File: src/rtl/twsa_pkg.sv
package twsa_pkg;

    // ==========================================================
    // cpu register port
    localparam int ADDR_W = 16;
    localparam int DATA_W = 8;
    localparam logic [15:0] ADDR_SHIFT = 16'hff62;
    localparam logic [15:0] ADDR_MODE = 16'hff63;
    localparam logic [15:0] ADDR_AUTO = 16'hff64;
    localparam logic [15:0] ADDR_COUNT = 16'hff66;
    localparam logic [7:0] MODE_RESET = 8'h00;
    localparam logic [7:0] AUTO_RESET = 8'h00;
    localparam logic [4:0] COUNT_RESET = 5'h00;
    localparam logic [7:0] READ_ZERO = 8'h00;

    // ==========================================================
    // serial_mode_control fields
    localparam int MODE_ENABLE_BIT = 7;
    localparam int MODE_FIRST_BIT = 6;
    localparam int MODE_AUTO_BIT = 5;
    localparam int MODE_IDLE_CTRL_BIT = 4;
    localparam int MODE_CSEL_HI = 1;
    localparam int MODE_CSEL_LO = 0;
    localparam logic [7:0] MODE_WR_MASK = 8'hf3;

    // ==========================================================
    // auto_transfer_control fields
    localparam int AUTO_RX_EN_BIT = 7;
    localparam int AUTO_ACTIVE_BIT = 3;
    localparam int AUTO_HS_EN_BIT = 1;
    localparam int AUTO_HS_POL_BIT = 0;
    localparam logic [7:0] AUTO_WR_MASK = 8'he3;
    localparam int COUNT_W = 5;

    // ==========================================================
    // shifter, clock select, buffer addressing
    localparam int BITS_PER_UNIT = 8;
    localparam int BIT_CNT_W = 4;
    localparam logic [3:0] BIT_CNT_LAST = 4'h7;
    localparam int CSEL_W = 2;
    localparam logic [1:0] CLK_SEL_EXT = 2'h0;
    localparam logic [1:0] CLK_SEL_DIV4 = 2'h1;
    localparam logic [1:0] CLK_SEL_DIV8 = 2'h2;
    localparam logic [1:0] CLK_SEL_DIV16 = 2'h3;
    localparam int DIV_CNT_W = 3;
    localparam logic [2:0] HALF_DIV4 = 3'h1;
    localparam logic [2:0] HALF_DIV8 = 3'h3;
    localparam logic [2:0] HALF_DIV16 = 3'h7;
    localparam int RAM_ADDR_W = 8;

    typedef enum logic [2:0] {
        ST_IDLE, ST_FETCH, ST_RDWAIT, ST_LOAD, ST_HOLD, ST_SHIFT, ST_STORE
    } twsa_state_t;

endpackage

File: src/rtl/twsa_div_if.sv
`timescale 1ns/1ps
`default_nettype none

// ==========================================================
// serial clock divider hookup
interface twsa_div_if;
    logic [twsa_pkg::CSEL_W-1:0] sel;
    logic run;
    logic tick;
    modport ctrl (output sel, output run, input tick);
    modport div (input sel, input run, output tick);
endinterface

`default_nettype wire

File: src/rtl/twsa_serial.sv
// Function
// - 8 bits per unit, one bit per serial clock.
// - next bit out on falling clock; shifter msb drives data out pin.
// - data in captured on rising clock.
// - after 8 bits (plain) or the last byte (auto), halt and set done flag.
// - shift write forces data out low.
// - mode bit 6 reverses bus bit order.
// - write starts only if enabled and clock idle.
// - enabling after a disabled write starts nothing.
// - enable bit 7 low stops, clears counter, frees data pin, and frees clock pin unless idle control is set.
// - auto bit picks plain or multi-byte mode.
// - idle control holds clock pin high when disabled.
// - clock select: external, divide by 4, 8 or 16.
// - auto mode moves up to 32 bytes with ram.
// - auto mode honours peripheral busy handshake.
// - auto active sets on shift write, clears at end.
// - handshake off leaves busy pin a port.
`timescale 1ns/1ps
`default_nettype none

module twsa_serial #(
    parameter logic [twsa_pkg::RAM_ADDR_W-1:0] TX_BASE = 8'h00,
    parameter logic [twsa_pkg::RAM_ADDR_W-1:0] RX_BASE = 8'h20
) (
    input wire logic clk,
    input wire logic nrst,
    input wire logic [twsa_pkg::ADDR_W-1:0] cpu_addr,
    input wire logic cpu_wr,
    input wire logic cpu_rd,
    input wire logic [twsa_pkg::DATA_W-1:0] cpu_wdata,
    output logic [twsa_pkg::DATA_W-1:0] cpu_rdata,
    input wire logic irq_ack,
    output logic transfer_done_irq_flag,
    input wire logic sck_in,
    output logic sck_out,
    output logic sck_oe_n,
    output logic so_out,
    output logic so_oe_n,
    input wire logic si_in,
    input wire logic busy_in,
    output logic busy_pin_in_use,
    output logic [twsa_pkg::RAM_ADDR_W-1:0] ram_addr,
    output logic ram_rd,
    input wire logic [twsa_pkg::DATA_W-1:0] ram_rdata,
    output logic ram_wr,
    output logic [twsa_pkg::DATA_W-1:0] ram_wdata
);
    import twsa_pkg::*;

    // ==========================================================
    // state
    twsa_state_t state_q, state_d;
    logic [7:0] mode_q, mode_d;
    logic [7:0] auto_q, auto_d;
    logic [COUNT_W-1:0] count_q, count_d;
    logic active_q, active_d;
    logic [7:0] shift_q, shift_d;
    logic [BIT_CNT_W-1:0] bit_cnt_q, bit_cnt_d;
    logic [COUNT_W-1:0] byte_idx_q, byte_idx_d;
    logic sck_lvl_q, sck_lvl_d;
    logic sck_prev_q;
    logic so_q, so_d;
    logic irq_q, irq_d;
    logic [RAM_ADDR_W-1:0] ram_addr_q, ram_addr_d;
    logic ram_rd_q, ram_rd_d;
    logic ram_wr_q, ram_wr_d;
    logic [7:0] ram_wdata_q, ram_wdata_d;
    logic [7:0] rdata_q, rdata_d;
    logic sck_out_q, sck_out_d;
    logic sck_oe_n_q, sck_oe_n_d;
    logic so_oe_n_q, so_oe_n_d;
    logic busy_use_q, busy_use_d;

    // ==========================================================
    // decoded controls
    logic enable, first_lsb, auto_sel, idle_ctrl, ext_clk;
    logic hs_en, hs_pol, rx_en, busy_act;
    logic fall_ev, rise_ev, shift_wr, start_ok, last_bit;
    logic [7:0] wdata_rev, shift_rev, ram_rev;

    assign enable = mode_q[MODE_ENABLE_BIT];
    assign first_lsb = mode_q[MODE_FIRST_BIT];
    assign auto_sel = mode_q[MODE_AUTO_BIT];
    assign idle_ctrl = mode_q[MODE_IDLE_CTRL_BIT];
    assign ext_clk = (mode_q[MODE_CSEL_HI:MODE_CSEL_LO] == CLK_SEL_EXT);
    assign hs_en = auto_q[AUTO_HS_EN_BIT];
    assign hs_pol = auto_q[AUTO_HS_POL_BIT];
    assign rx_en = auto_q[AUTO_RX_EN_BIT];

    // busy counts only when enabled; polarity inverts it
    assign busy_act = hs_en & (busy_in ^ hs_pol);

    // ==========================================================
    // bit order reversal for bus and buffer access
    // shifter always runs msb first; only the bus and buffer views are mirrored
    genvar gi;
    generate
        for (gi = 0; gi < BITS_PER_UNIT; gi++) begin : g_rev
            assign wdata_rev[gi] = cpu_wdata[BITS_PER_UNIT-1-gi];
            assign shift_rev[gi] = shift_q[BITS_PER_UNIT-1-gi];
            assign ram_rev[gi] = ram_rdata[BITS_PER_UNIT-1-gi];
        end
    endgenerate

    // ==========================================================
    // serial clock source
    twsa_div_if dif ();

    assign dif.sel = mode_q[MODE_CSEL_HI:MODE_CSEL_LO];
    assign dif.run = enable & ~ext_clk & (state_q == ST_SHIFT);

    twsa_clk_div u_div (
        .clk(clk),
        .nrst(nrst),
        .dif(dif)
    );

    // edges from divider or sampled clock pin
    // pin input is taken as already synchronous to clk
    assign fall_ev = ext_clk ? (sck_prev_q & ~sck_in) : (dif.tick & sck_lvl_q);
    assign rise_ev = ext_clk ? (~sck_prev_q & sck_in) : (dif.tick & ~sck_lvl_q);
    assign shift_wr = cpu_wr & (cpu_addr == ADDR_SHIFT);
    // stopped shifter means internal clock idles high
    assign start_ok = enable & (state_q == ST_IDLE) & (~ext_clk | sck_in);
    assign last_bit = (bit_cnt_q == BIT_CNT_LAST);

    // ==========================================================
    // next-state logic for registers, shifter and auto sequencer
    always_comb begin
        state_d = state_q;
        mode_d = mode_q;
        auto_d = auto_q;
        count_d = count_q;
        active_d = active_q;
        shift_d = shift_q;
        bit_cnt_d = bit_cnt_q;
        byte_idx_d = byte_idx_q;
        sck_lvl_d = sck_lvl_q;
        so_d = so_q;
        irq_d = irq_q;
        ram_addr_d = ram_addr_q;
        ram_rd_d = 1'b0;
        ram_wr_d = 1'b0;
        ram_wdata_d = ram_wdata_q;
        rdata_d = rdata_q;

        // register writes; reserved bits stay zero
        if (cpu_wr && cpu_addr == ADDR_MODE) begin
            mode_d = cpu_wdata & MODE_WR_MASK;
        end
        if (cpu_wr && cpu_addr == ADDR_AUTO) begin
            auto_d = cpu_wdata & AUTO_WR_MASK;
        end
        if (cpu_wr && cpu_addr == ADDR_COUNT) begin
            count_d = cpu_wdata[COUNT_W-1:0];
        end

        // ack first so a same-cycle completion wins
        if (irq_ack) begin
            irq_d = 1'b0;
        end

        case (state_q)
            ST_IDLE: begin
                // a write always loads; it only starts when allowed, never later
                if (shift_wr) begin
                    shift_d = first_lsb ? wdata_rev : cpu_wdata;
                    so_d = 1'b0;
                    if (start_ok) begin
                        bit_cnt_d = '0;
                        if (auto_sel) begin
                            active_d = 1'b1;
                            byte_idx_d = '0;
                            state_d = ST_FETCH;
                        end else begin
                            state_d = ST_SHIFT;
                        end
                    end
                end
            end
            ST_FETCH: begin
                // buffer read; data returns a cycle after ram_rd
                ram_rd_d = 1'b1;
                ram_addr_d = TX_BASE + RAM_ADDR_W'(byte_idx_q);
                state_d = ST_RDWAIT;
            end
            ST_RDWAIT: begin
                state_d = ST_LOAD;
            end
            ST_LOAD: begin
                shift_d = first_lsb ? ram_rev : ram_rdata;
                so_d = 1'b0;
                state_d = ST_HOLD;
            end
            ST_HOLD: begin
                // clock parked high until peripheral ready
                if (!busy_act) begin
                    bit_cnt_d = '0;
                    state_d = ST_SHIFT;
                end
            end
            ST_SHIFT: begin
                if (fall_ev) begin
                    sck_lvl_d = 1'b0;
                    so_d = shift_q[BITS_PER_UNIT-1];
                end
                if (rise_ev) begin
                    sck_lvl_d = 1'b1;
                    shift_d = {shift_q[BITS_PER_UNIT-2:0], si_in};
                    bit_cnt_d = bit_cnt_q + 4'h1;
                    if (last_bit) begin
                        bit_cnt_d = '0;
                        if (auto_sel) begin
                            state_d = ST_STORE;
                        end else begin
                            irq_d = 1'b1;
                            state_d = ST_IDLE;
                        end
                    end
                end
            end
            ST_STORE: begin
                if (rx_en) begin
                    ram_wr_d = 1'b1;
                    ram_addr_d = RX_BASE + RAM_ADDR_W'(byte_idx_q);
                    ram_wdata_d = first_lsb ? shift_rev : shift_q;
                end
                if (byte_idx_q == count_q) begin
                    active_d = 1'b0;
                    irq_d = 1'b1;
                    state_d = ST_IDLE;
                end else begin
                    byte_idx_d = byte_idx_q + 5'h01;
                    state_d = ST_FETCH;
                end
            end
            default: begin
                state_d = ST_IDLE;
            end
        endcase

        // disabling aborts and clears the bit counter
        if (!enable) begin
            state_d = ST_IDLE;
            bit_cnt_d = '0;
            sck_lvl_d = 1'b1;
            active_d = 1'b0;
        end

        // reads answer a cycle later; unmapped read zero
        if (cpu_rd) begin
            case (cpu_addr)
                ADDR_MODE: rdata_d = mode_q;
                ADDR_AUTO: rdata_d = auto_q | (8'(active_q) << AUTO_ACTIVE_BIT);
                ADDR_SHIFT: rdata_d = first_lsb ? shift_rev : shift_q;
                ADDR_COUNT: rdata_d = 8'(count_q);
                default: rdata_d = READ_ZERO;
            endcase
        end
    end

    // ==========================================================
    // pin control, registered so pins change on clean edges
    // clock pin driven for an internal clock, or while disabled with idle control set
    always_comb begin
        sck_out_d = enable ? sck_lvl_d : 1'b1;
        sck_oe_n_d = ~((enable & ~ext_clk) | (~enable & idle_ctrl));
        so_oe_n_d = ~enable;
        busy_use_d = enable & hs_en;
    end

    // ==========================================================
    // registers
    always_ff @(posedge clk or negedge nrst) begin
        if (!nrst) begin
            state_q <= ST_IDLE;
            mode_q <= MODE_RESET;
            auto_q <= AUTO_RESET;
            count_q <= COUNT_RESET;
            active_q <= 1'b0;
            shift_q <= 8'h00;
            bit_cnt_q <= '0;
            byte_idx_q <= '0;
            sck_lvl_q <= 1'b1;
            sck_prev_q <= 1'b1;
            so_q <= 1'b0;
            irq_q <= 1'b0;
            ram_addr_q <= '0;
            ram_rd_q <= 1'b0;
            ram_wr_q <= 1'b0;
            ram_wdata_q <= 8'h00;
            rdata_q <= 8'h00;
            sck_out_q <= 1'b1;
            sck_oe_n_q <= 1'b1;
            so_oe_n_q <= 1'b1;
            busy_use_q <= 1'b0;
        end else begin
            state_q <= state_d;
            mode_q <= mode_d;
            auto_q <= auto_d;
            count_q <= count_d;
            active_q <= active_d;
            shift_q <= shift_d;
            bit_cnt_q <= bit_cnt_d;
            byte_idx_q <= byte_idx_d;
            sck_lvl_q <= sck_lvl_d;
            sck_prev_q <= sck_in;
            so_q <= so_d;
            irq_q <= irq_d;
            ram_addr_q <= ram_addr_d;
            ram_rd_q <= ram_rd_d;
            ram_wr_q <= ram_wr_d;
            ram_wdata_q <= ram_wdata_d;
            rdata_q <= rdata_d;
            sck_out_q <= sck_out_d;
            sck_oe_n_q <= sck_oe_n_d;
            so_oe_n_q <= so_oe_n_d;
            busy_use_q <= busy_use_d;
        end
    end

    // ==========================================================
    // outputs
    assign cpu_rdata = rdata_q;
    assign transfer_done_irq_flag = irq_q;
    assign sck_out = sck_out_q;
    assign sck_oe_n = sck_oe_n_q;
    assign so_out = so_q;
    assign so_oe_n = so_oe_n_q;
    assign busy_pin_in_use = busy_use_q;
    assign ram_addr = ram_addr_q;
    assign ram_rd = ram_rd_q;
    assign ram_wr = ram_wr_q;
    assign ram_wdata = ram_wdata_q;

endmodule

`default_nettype wire

File: src/rtl/twsa_clk_div.sv
`timescale 1ns/1ps
`default_nettype none

module twsa_clk_div (
    input wire logic clk,
    input wire logic nrst,
    twsa_div_if.div dif
);
    import twsa_pkg::*;

    logic [DIV_CNT_W-1:0] cnt_q, cnt_d;
    logic [DIV_CNT_W-1:0] term;
    logic tick_q, tick_d;

    // ==========================================================
    // half-period counter
    // restart at zero when stopped: full first half-period
    always_comb begin
        case (dif.sel)
            CLK_SEL_DIV4: term = HALF_DIV4;
            CLK_SEL_DIV8: term = HALF_DIV8;
            CLK_SEL_DIV16: term = HALF_DIV16;
            default: term = HALF_DIV4;
        endcase
        if (!dif.run) begin
            cnt_d = '0;
            tick_d = 1'b0;
        end else if (cnt_q == term) begin
            cnt_d = '0;
            tick_d = 1'b1;
        end else begin
            cnt_d = cnt_q + 3'h1;
            tick_d = 1'b0;
        end
    end

    always_ff @(posedge clk or negedge nrst) begin
        if (!nrst) begin
            cnt_q <= '0;
            tick_q <= 1'b0;
        end else begin
            cnt_q <= cnt_d;
            tick_q <= tick_d;
        end
    end

    assign dif.tick = tick_q;

endmodule

`default_nettype wire

File: config.mk
export PLATFORM = sky130hd
export DESIGN_NAME = twsa_serial
export DESIGN_NICKNAME = d
export VERILOG_FILES = /design/src/rtl/twsa_pkg.sv /design/src/rtl/twsa_div_if.sv /design/src/rtl/twsa_serial.sv /design/src/rtl/twsa_clk_div.sv
export SDC_FILE = /design/constraint.sdc
export NUM_CORES = 1
export LEC_CHECK = 0
export ABC_AREA = 0
export BUFFER_PORTS_ARGS = -buffer_cell sky130_fd_sc_hd__clkbuf_2
export CORE_MARGIN = 2
export CORE_UTILIZATION = 30
export CTS_CLUSTER_DIAMETER = 150
export CTS_CLUSTER_SIZE = 25
export DETAILED_ROUTE_END_ITERATION = 7
export SYNTH_ARGS = -nofsm -noshare
export SYNTH_HDL_FRONTEND = slang
export SYNTH_SLANG_ARGS = --single-unit
File: constraint.sdc
create_clock -name clk -period 2.3 [get_ports clk]
set_input_delay 0.115 -clock clk [delete_from_list [all_inputs] [get_ports clk]]
set_output_delay 0.115 -clock clk [all_outputs]
set_load 0.02 [all_outputs]
==> metrics.csv, run 1 <==
metric,value,unit
relSlewSlack,60.7,%
crit_fanout,4,
io_pins,72,
synth.yosys.seq_area_share,45.0,%
synth.area.mux_share,16.4,%
finalCritPeriodShare,93.9,%
wl_met2,5.23,mm
yosys_warnings,0,
synth_compound_area_share,17.2,%
antenna_found_initial,0,
p_int,3.12,mW
postSynthRegisterBits,72,
clk_pin_slew_worst_paths,0.06,ns
coreArea,0.0131,mm²
grt_pass1_vias,3482,
clk_latency,0.34,ns
drv_slew,0,
die_height,120,µm
dpl.hpwl,8.49,mm
syn-cell-area,0.00402,mm²
drc,0,
place_inst,645,
skew,0.00858,ns
comb_power_share,33.2,%
cts-buffers-inserted,9,
cts_sinks,72,
antenna_left,0,
finalSetupViolCount,0,
worst_path_max_delay_cell,or4b_2,
root_buffer,clkbuf_16,
viasPerCell,5.13,
drt-initial-drc-count,166,
rsz0062_at_grt,false,
ys_async_sr_fraction,100,%
crit_chain,"dlygate4sd3_1, clkbuf_2, or4b_2, o21ai_2, o211ai_1, buf_4, o31ai_1, o41ai_2",
period_minus_slack,2.16,ns
initial_core_util,30.6,%
grt_usage,16.3,%
synth-edff-count,0,
synthToLayoutAreaGrowth,26.2,%
ir_worst_vdd,0.485,mV
clk_path_buf_depth,2,
p_switching,1.55,mW
top_layer_used,met4,
fp-row-count,42,
outcome,"complete, no violations",
power_density,922,mW/mm²
wl_met3,646,µm
fin_nets,526,
n_antenna_cell,0,
critPathLaunchType,input port,
pwr-share-seq,34.5,%
drt-met1-wl,4.76,mm
arrival,2.36,ns
p_leak,2.42,nW
first_pass_iters,4,
hp-class,in -> reg,
grt_pass1_wl,18.1,mm
die-area,0.0143,mm²
drv_cap,0,
place_congestion,0.833,
synth_cells,392,
cp-end-kind,flip-flop,
finalHoldViolations,0,
setup-tns-final,0,ns
required,2.50,ns
synth_top_family_by_area,compound AO/OA/AOI/OAI gates,
final_cells,664,
gr-total-overflow,0,
yosys.area_share.adder,0.934,%
worst_pin_slew,0.590,ns
grt_max_degree,29,
synth_flop_cell,dfrtp_1,
drt-total-wl,10.9,mm
power_frac_clock,32.2,%
power.total,4.68,mW
slowest_delay,0.63,ns
post_drt_wl_per_cell,16.4,µm
synth_xor_area_share,1.96,%
cts_tree,built,
portBuffers,69,
num_vias,3409,
drive_above_1_share,35.9,%
yosysUniqueCellTypes,59,
synth_area_per_cell,10.3,µm²
htreeDepth,3,
yosys.area_share.simple,15.0,%
fp.dieW,120,µm
fmax,463,MHz
switching_share,33.2,%
crit_type,in -> reg,
## final timing paths
kind / start / end / slack (ns) / depth (start not counted)
max: sck_in / bit_cnt_q[2] / 0.14 / 8
min: cpu_wdata[3] / count_q[3] / 0.08 / 2
max reg2reg: mode_q[1] / bit_cnt_q[2] / 0.15 / 6
min reg2reg: ram_wdata[5] / ram_wdata[5] / 0.48 / 2
max in group asynchronous: nrst / sck_prev_q / 1.18 / 3
min in group asynchronous: nrst / ram_addr[0] / 0.32 / 2
## kinds of logic after synthesis
group / count (synthesis)
compound gates: 105
xor+xnor: 9
fa+ha+maj: 3
buf+inv: 33
flops: 72
mux: 55
other cells: 1
simple gates: 114
## through the flow
step	worst slack, ns	hold WS [ns]	instance area (µm²)	util (%)
after floorplan	0.0286	-0.181	4020	-
after global placement	-0.0377	0.148	4710	35.8
after detailed placement	-0.0707	0.164	4710	35.8
after CTS	0.0469	0.0684	5060	38.5
after global routing	0.0566	0.0758	5070	38.6
final	0.140	0.0772	5070	38.6
## registers in the layout (all words and copies together) (netlist names), 4 cells and up
register	cells
byte_idx_q	5
mode_q	6
shift_q	8
auto_q	5
ram_wdata	8
ram_addr	6
bit_cnt_q	4
count_q	5
cpu_rdata	8
## repair_timing
action	in CTS	in global routing
setup endpoints to repair	0	9
hold buffers	3	0
buffers inserted	0	0
resized for setup	0	3
hold endpoints to repair	26	0
## area by class of cell
class	count	area, µm²
fill	1319	8060
sequential	72	1810
clock buffer	11	243
tap	176	220
inverter	10	37.5
clock inverter	5	80.1
multi-input combinational	288	2090
timing repair buffer	102	601
## layer usage
metal  up-vias  global-route usage [%]
met5         -                       0
li1       1643                       -
met4         0                    7.43
met2        99                    25.9
met3        20                    4.75
met1      1647                    20.4
## cells in the final DEF, fill, tap and decap left out, types with 4 or more instances in the layout
master	netlist	layout
a22oi_1	6	6
nor3_1	10	10
mux2_2	35	35
mux2i_1	7	7
nand2_1	36	36
nand3_1	9	9
nand2b_1	7	7
clkbuf_2	0	68
o22ai_1	16	16
inv_1	9	9
dfstp_2	4	4
clkbuf_16	0	9
a21oi_1	15	15
nor2_1	16	16
xor2_1	6	6
buf_4	2	30
dfrtp_1	68	68
o21ai_0	30	29
nor4_1	5	5
o2bb2ai_1	8	8
nor2b_1	4	4
o22a_1	8	8
mux2_4	13	13
and3_1	5	5
## power groups by stage
stage	Combinational (mW)	Clock, mW	Sequential, mW
finish	1.55	1.51	1.62
global route	1.72	1.61	1.64
CTS	1.55	1.55	1.61
detailed placement	1.54	0	1.63
global placement	1.50	0	1.62
floorplan	1.00	0	1.59
## critical path, delay by kind of cell
kind	cells	cell delay, ns
simple gates	1	0.63
buf+inv	3	0.86
compound gates	4	0.76
## synth_stat cells, drive strengths merged (2+ instances only)
| master | instances | area (µm²) |
|---|---|---|
| dfrtp | 68 | 1700 |
| mux2 | 48 | 589 |
| nand2 | 36 | 135 |
| o21ai | 31 | 155 |
| nor2 | 16 | 60.1 |
| o22ai | 16 | 100 |
| a21oi | 15 | 75.1 |
| clkbuf | 15 | 56.3 |
| nor3 | 11 | 60.1 |
| inv | 9 | 33.8 |
| nand3 | 9 | 45.0 |
| buf | 8 | 47.5 |
| o22a | 8 | 70.1 |
| o2bb2ai | 8 | 70.1 |
| mux2i | 7 | 70.1 |
| nand2b | 7 | 43.8 |
| a22oi | 6 | 45.0 |
| xor2 | 6 | 52.6 |
| and3 | 5 | 31.3 |
| nor4 | 5 | 31.3 |
| dfstp | 4 | 105 |
| nor2b | 4 | 25.0 |
| a31oi | 3 | 18.8 |
| ha | 3 | 37.5 |
| nand4 | 3 | 18.8 |
| o31ai | 3 | 22.5 |
| or4 | 3 | 26.3 |
| xnor2 | 3 | 26.3 |
| a221o | 2 | 20.0 |
| a32oi | 2 | 17.5 |
| nand3b | 2 | 15.0 |
| nor4b | 2 | 17.5 |
| o211ai | 2 | 15.0 |
| o41ai | 2 | 17.5 |
| or2 | 2 | 12.5 |
| or3 | 2 | 12.5 |
| or4b | 2 | 23.8 |
Power figures use the tool's default switching activity.
==> inputs of run 2 (changes only) <==
--- a/config.mk
+++ b/config.mk
@@ -7,7 +7,6 @@
 export LEC_CHECK = 0
 export ABC_AREA = 0
 export BUFFER_PORTS_ARGS = -buffer_cell sky130_fd_sc_hd__clkbuf_2
-export CORE_MARGIN = 2
 export CORE_UTILIZATION = 30
 export CTS_CLUSTER_DIAMETER = 150
 export CTS_CLUSTER_SIZE = 25
==> constraint.sdc (replaced) <==
create_clock -name clk -period 2.3 [get_ports clk]
set_input_delay 0 -clock clk [delete_from_list [all_inputs] [get_ports clk]]
set_output_delay 0 -clock clk [all_outputs]
set_load 0.02 [all_outputs]
==> run 2 against run 1 <==
Effect of this change:
- register-to-register slack about the same
- combinational power about the same
- utilization increased by 0.91 points
- die area decreased by 3.3%
- critical path depth decreased by 3
- routed wire length increased by 0.14%
- sequential power about the same
- global-route usage increased by 0.16 points
- non-clock buffer count increased by 5
- final cell count unchanged
- critical path type is now reg -> reg
- largest cell class unchanged
- highest routed layer unchanged
==> metrics.csv, run 2 (synthesis gave the netlist of run 1 again) <==
metric,value,unit
outcome,"complete, no violations",
crit_chain,"or4b_2, o21ai_1, o211ai_1, or2_2, a211o_1",
num_vias,3447,
crit_fanout,4,
grt_usage,16.4,%
top_layer_used,met4,
relSlewSlack,49.3,%
final_cells,664,
wl_met3,587,µm
placed_cell_area,0.00469,mm²
first_pass_iters,4,
finalHoldViolations,0,
antenna_left,0,
final_util,39.5,%
drt-met1-wl,5.08,mm
timing.hold.ws,0.0435,ns
viasPerCell,5.19,
place_congestion,0.790,
clk_pin_slew_worst_paths,0.06,ns
worst_path_max_delay_cell,or4b_2,
setup-tns-final,0,ns
io_pins,72,
n_antenna_cell,0,
cp-end-kind,flip-flop,
wl_met2,5.09,mm
clk_latency,0.33,ns
grt_pass1_wl,18.0,mm
place_inst,638,
required,2.52,ns
coreArea,0.0128,mm²
layout_common_cells,"68 x dfrtp_1, 68 x clkbuf_2, 36 x nand2_1",
critPathLaunchType,flip-flop,
die_height,118,µm
power_density,872,mW/mm²
cts-buffers-inserted,9,
die-area,0.0139,mm²
period_minus_slack,2.16,ns
grt_pass1_vias,3553,
fp-row-count,41,
ir_worst_vdd,0.336,mV
dpl.hpwl,8.27,mm
drt-initial-drc-count,182,
arrival,2.38,ns
cts_sinks,72,
drv_slew,0,
worst_pin_slew,0.760,ns
grt_max_degree,41,
skew,0.00623,ns
gr-total-overflow,0,
hp-class,in -> reg,
htreeDepth,3,
fin_nets,531,
p_leak,2.42,nW
clk_path_buf_depth,2,
drc,0,
finalSetupViolCount,0,
synthToLayoutAreaGrowth,26.2,%
design_area,0.00507,mm²
drv_cap,0,
initial_core_util,31.3,%
fmax,462,MHz
portBuffers,69,
drt-total-wl,10.9,mm
antenna_found_initial,0,
rsz0062_at_grt,false,
fp.dieW,118,µm
crit_type,reg -> reg,
post_drt_wl_per_cell,16.5,µm
root_buffer,clkbuf_16,
cp_top_family,simple AND/OR/NAND/NOR gates,
slowest_delay,0.65,ns
drive_above_1_share,33.9,%
fillers,1250,
cp_num_buf_inv,0,
cts_tree,built,
finalCritPeriodShare,94.0,%
==> run 2: changes by cell type in the layout (fill, tap and decap cells not counted), moves of 2 or more <==
cell / previous run / this run
clkbuf_1: 1 / 4
bufinv_16: 2 / 0
clkinvlp_4: 2 / 0
dlygate4sd3_1: 3 / 10
buf_4: 30 / 27
==> run 2: path summary, 6_finish.rpt <==
check                             start           end  slack (ns)  cells past startpoint
setup / recovery              mode_q[1]  bit_cnt_q[3]        0.14                      5
hold reg to reg            ram_wdata[3]  ram_wdata[3]        0.48                      2
max in group asynchronous          nrst      sck_oe_n        1.29                      3
hold / removal             cpu_wdata[1]    count_q[1]        0.04                      2
setup reg to reg              mode_q[1]  bit_cnt_q[3]        0.14                      5
min in group asynchronous          nrst   ram_addr[0]        0.28                      2
==> run 2: power by group <==
group	switching (mW)	internal (mW)
logic	0.821	0.711
registers	0.178	1.43
clock network	0.494	0.785
==> run 2: layout make-up <==
type / instances / area, µm² / share of cell area, %
sequential: 72 / 1810 / 35.6
clock buffer: 15 / 268 / 5.28
multi-input combinational: 288 / 2070 / 40.9
inverter: 10 / 37.5 / 0.740
tap: 172 / 215 / 4.24
timing repair buffer: 107 / 668 / 13.2
==> run 2: timing repair <==
action,4_1_cts,5_1_grt
hold endpoints to repair,43,0
resized for setup,0,1
hold buffers,10,0
setup buffers,0,1
endpoints found under the setup margin,0,2
==> run 2: per-stage QoR <==
step	total power [mW]	setup WS (ns)
2_1_floorplan	2.60	0.0286
3_3_place_gp	3.09	0.0677
3_5_place_dp	3.12	0.0349
4_1_cts	4.43	0.0315
5_1_grt	4.68	0.0211
6_report	4.42	0.137
==> run 2: per-layer routing <==
layer | up-vias | GRT usage (%)
met5 | - | 0
met4 | 0 | 5.29
met3 | 15 | 4.84
met2 | 94 | 26.5
met1 | 1687 | 21.0
li1 | 1651 | -
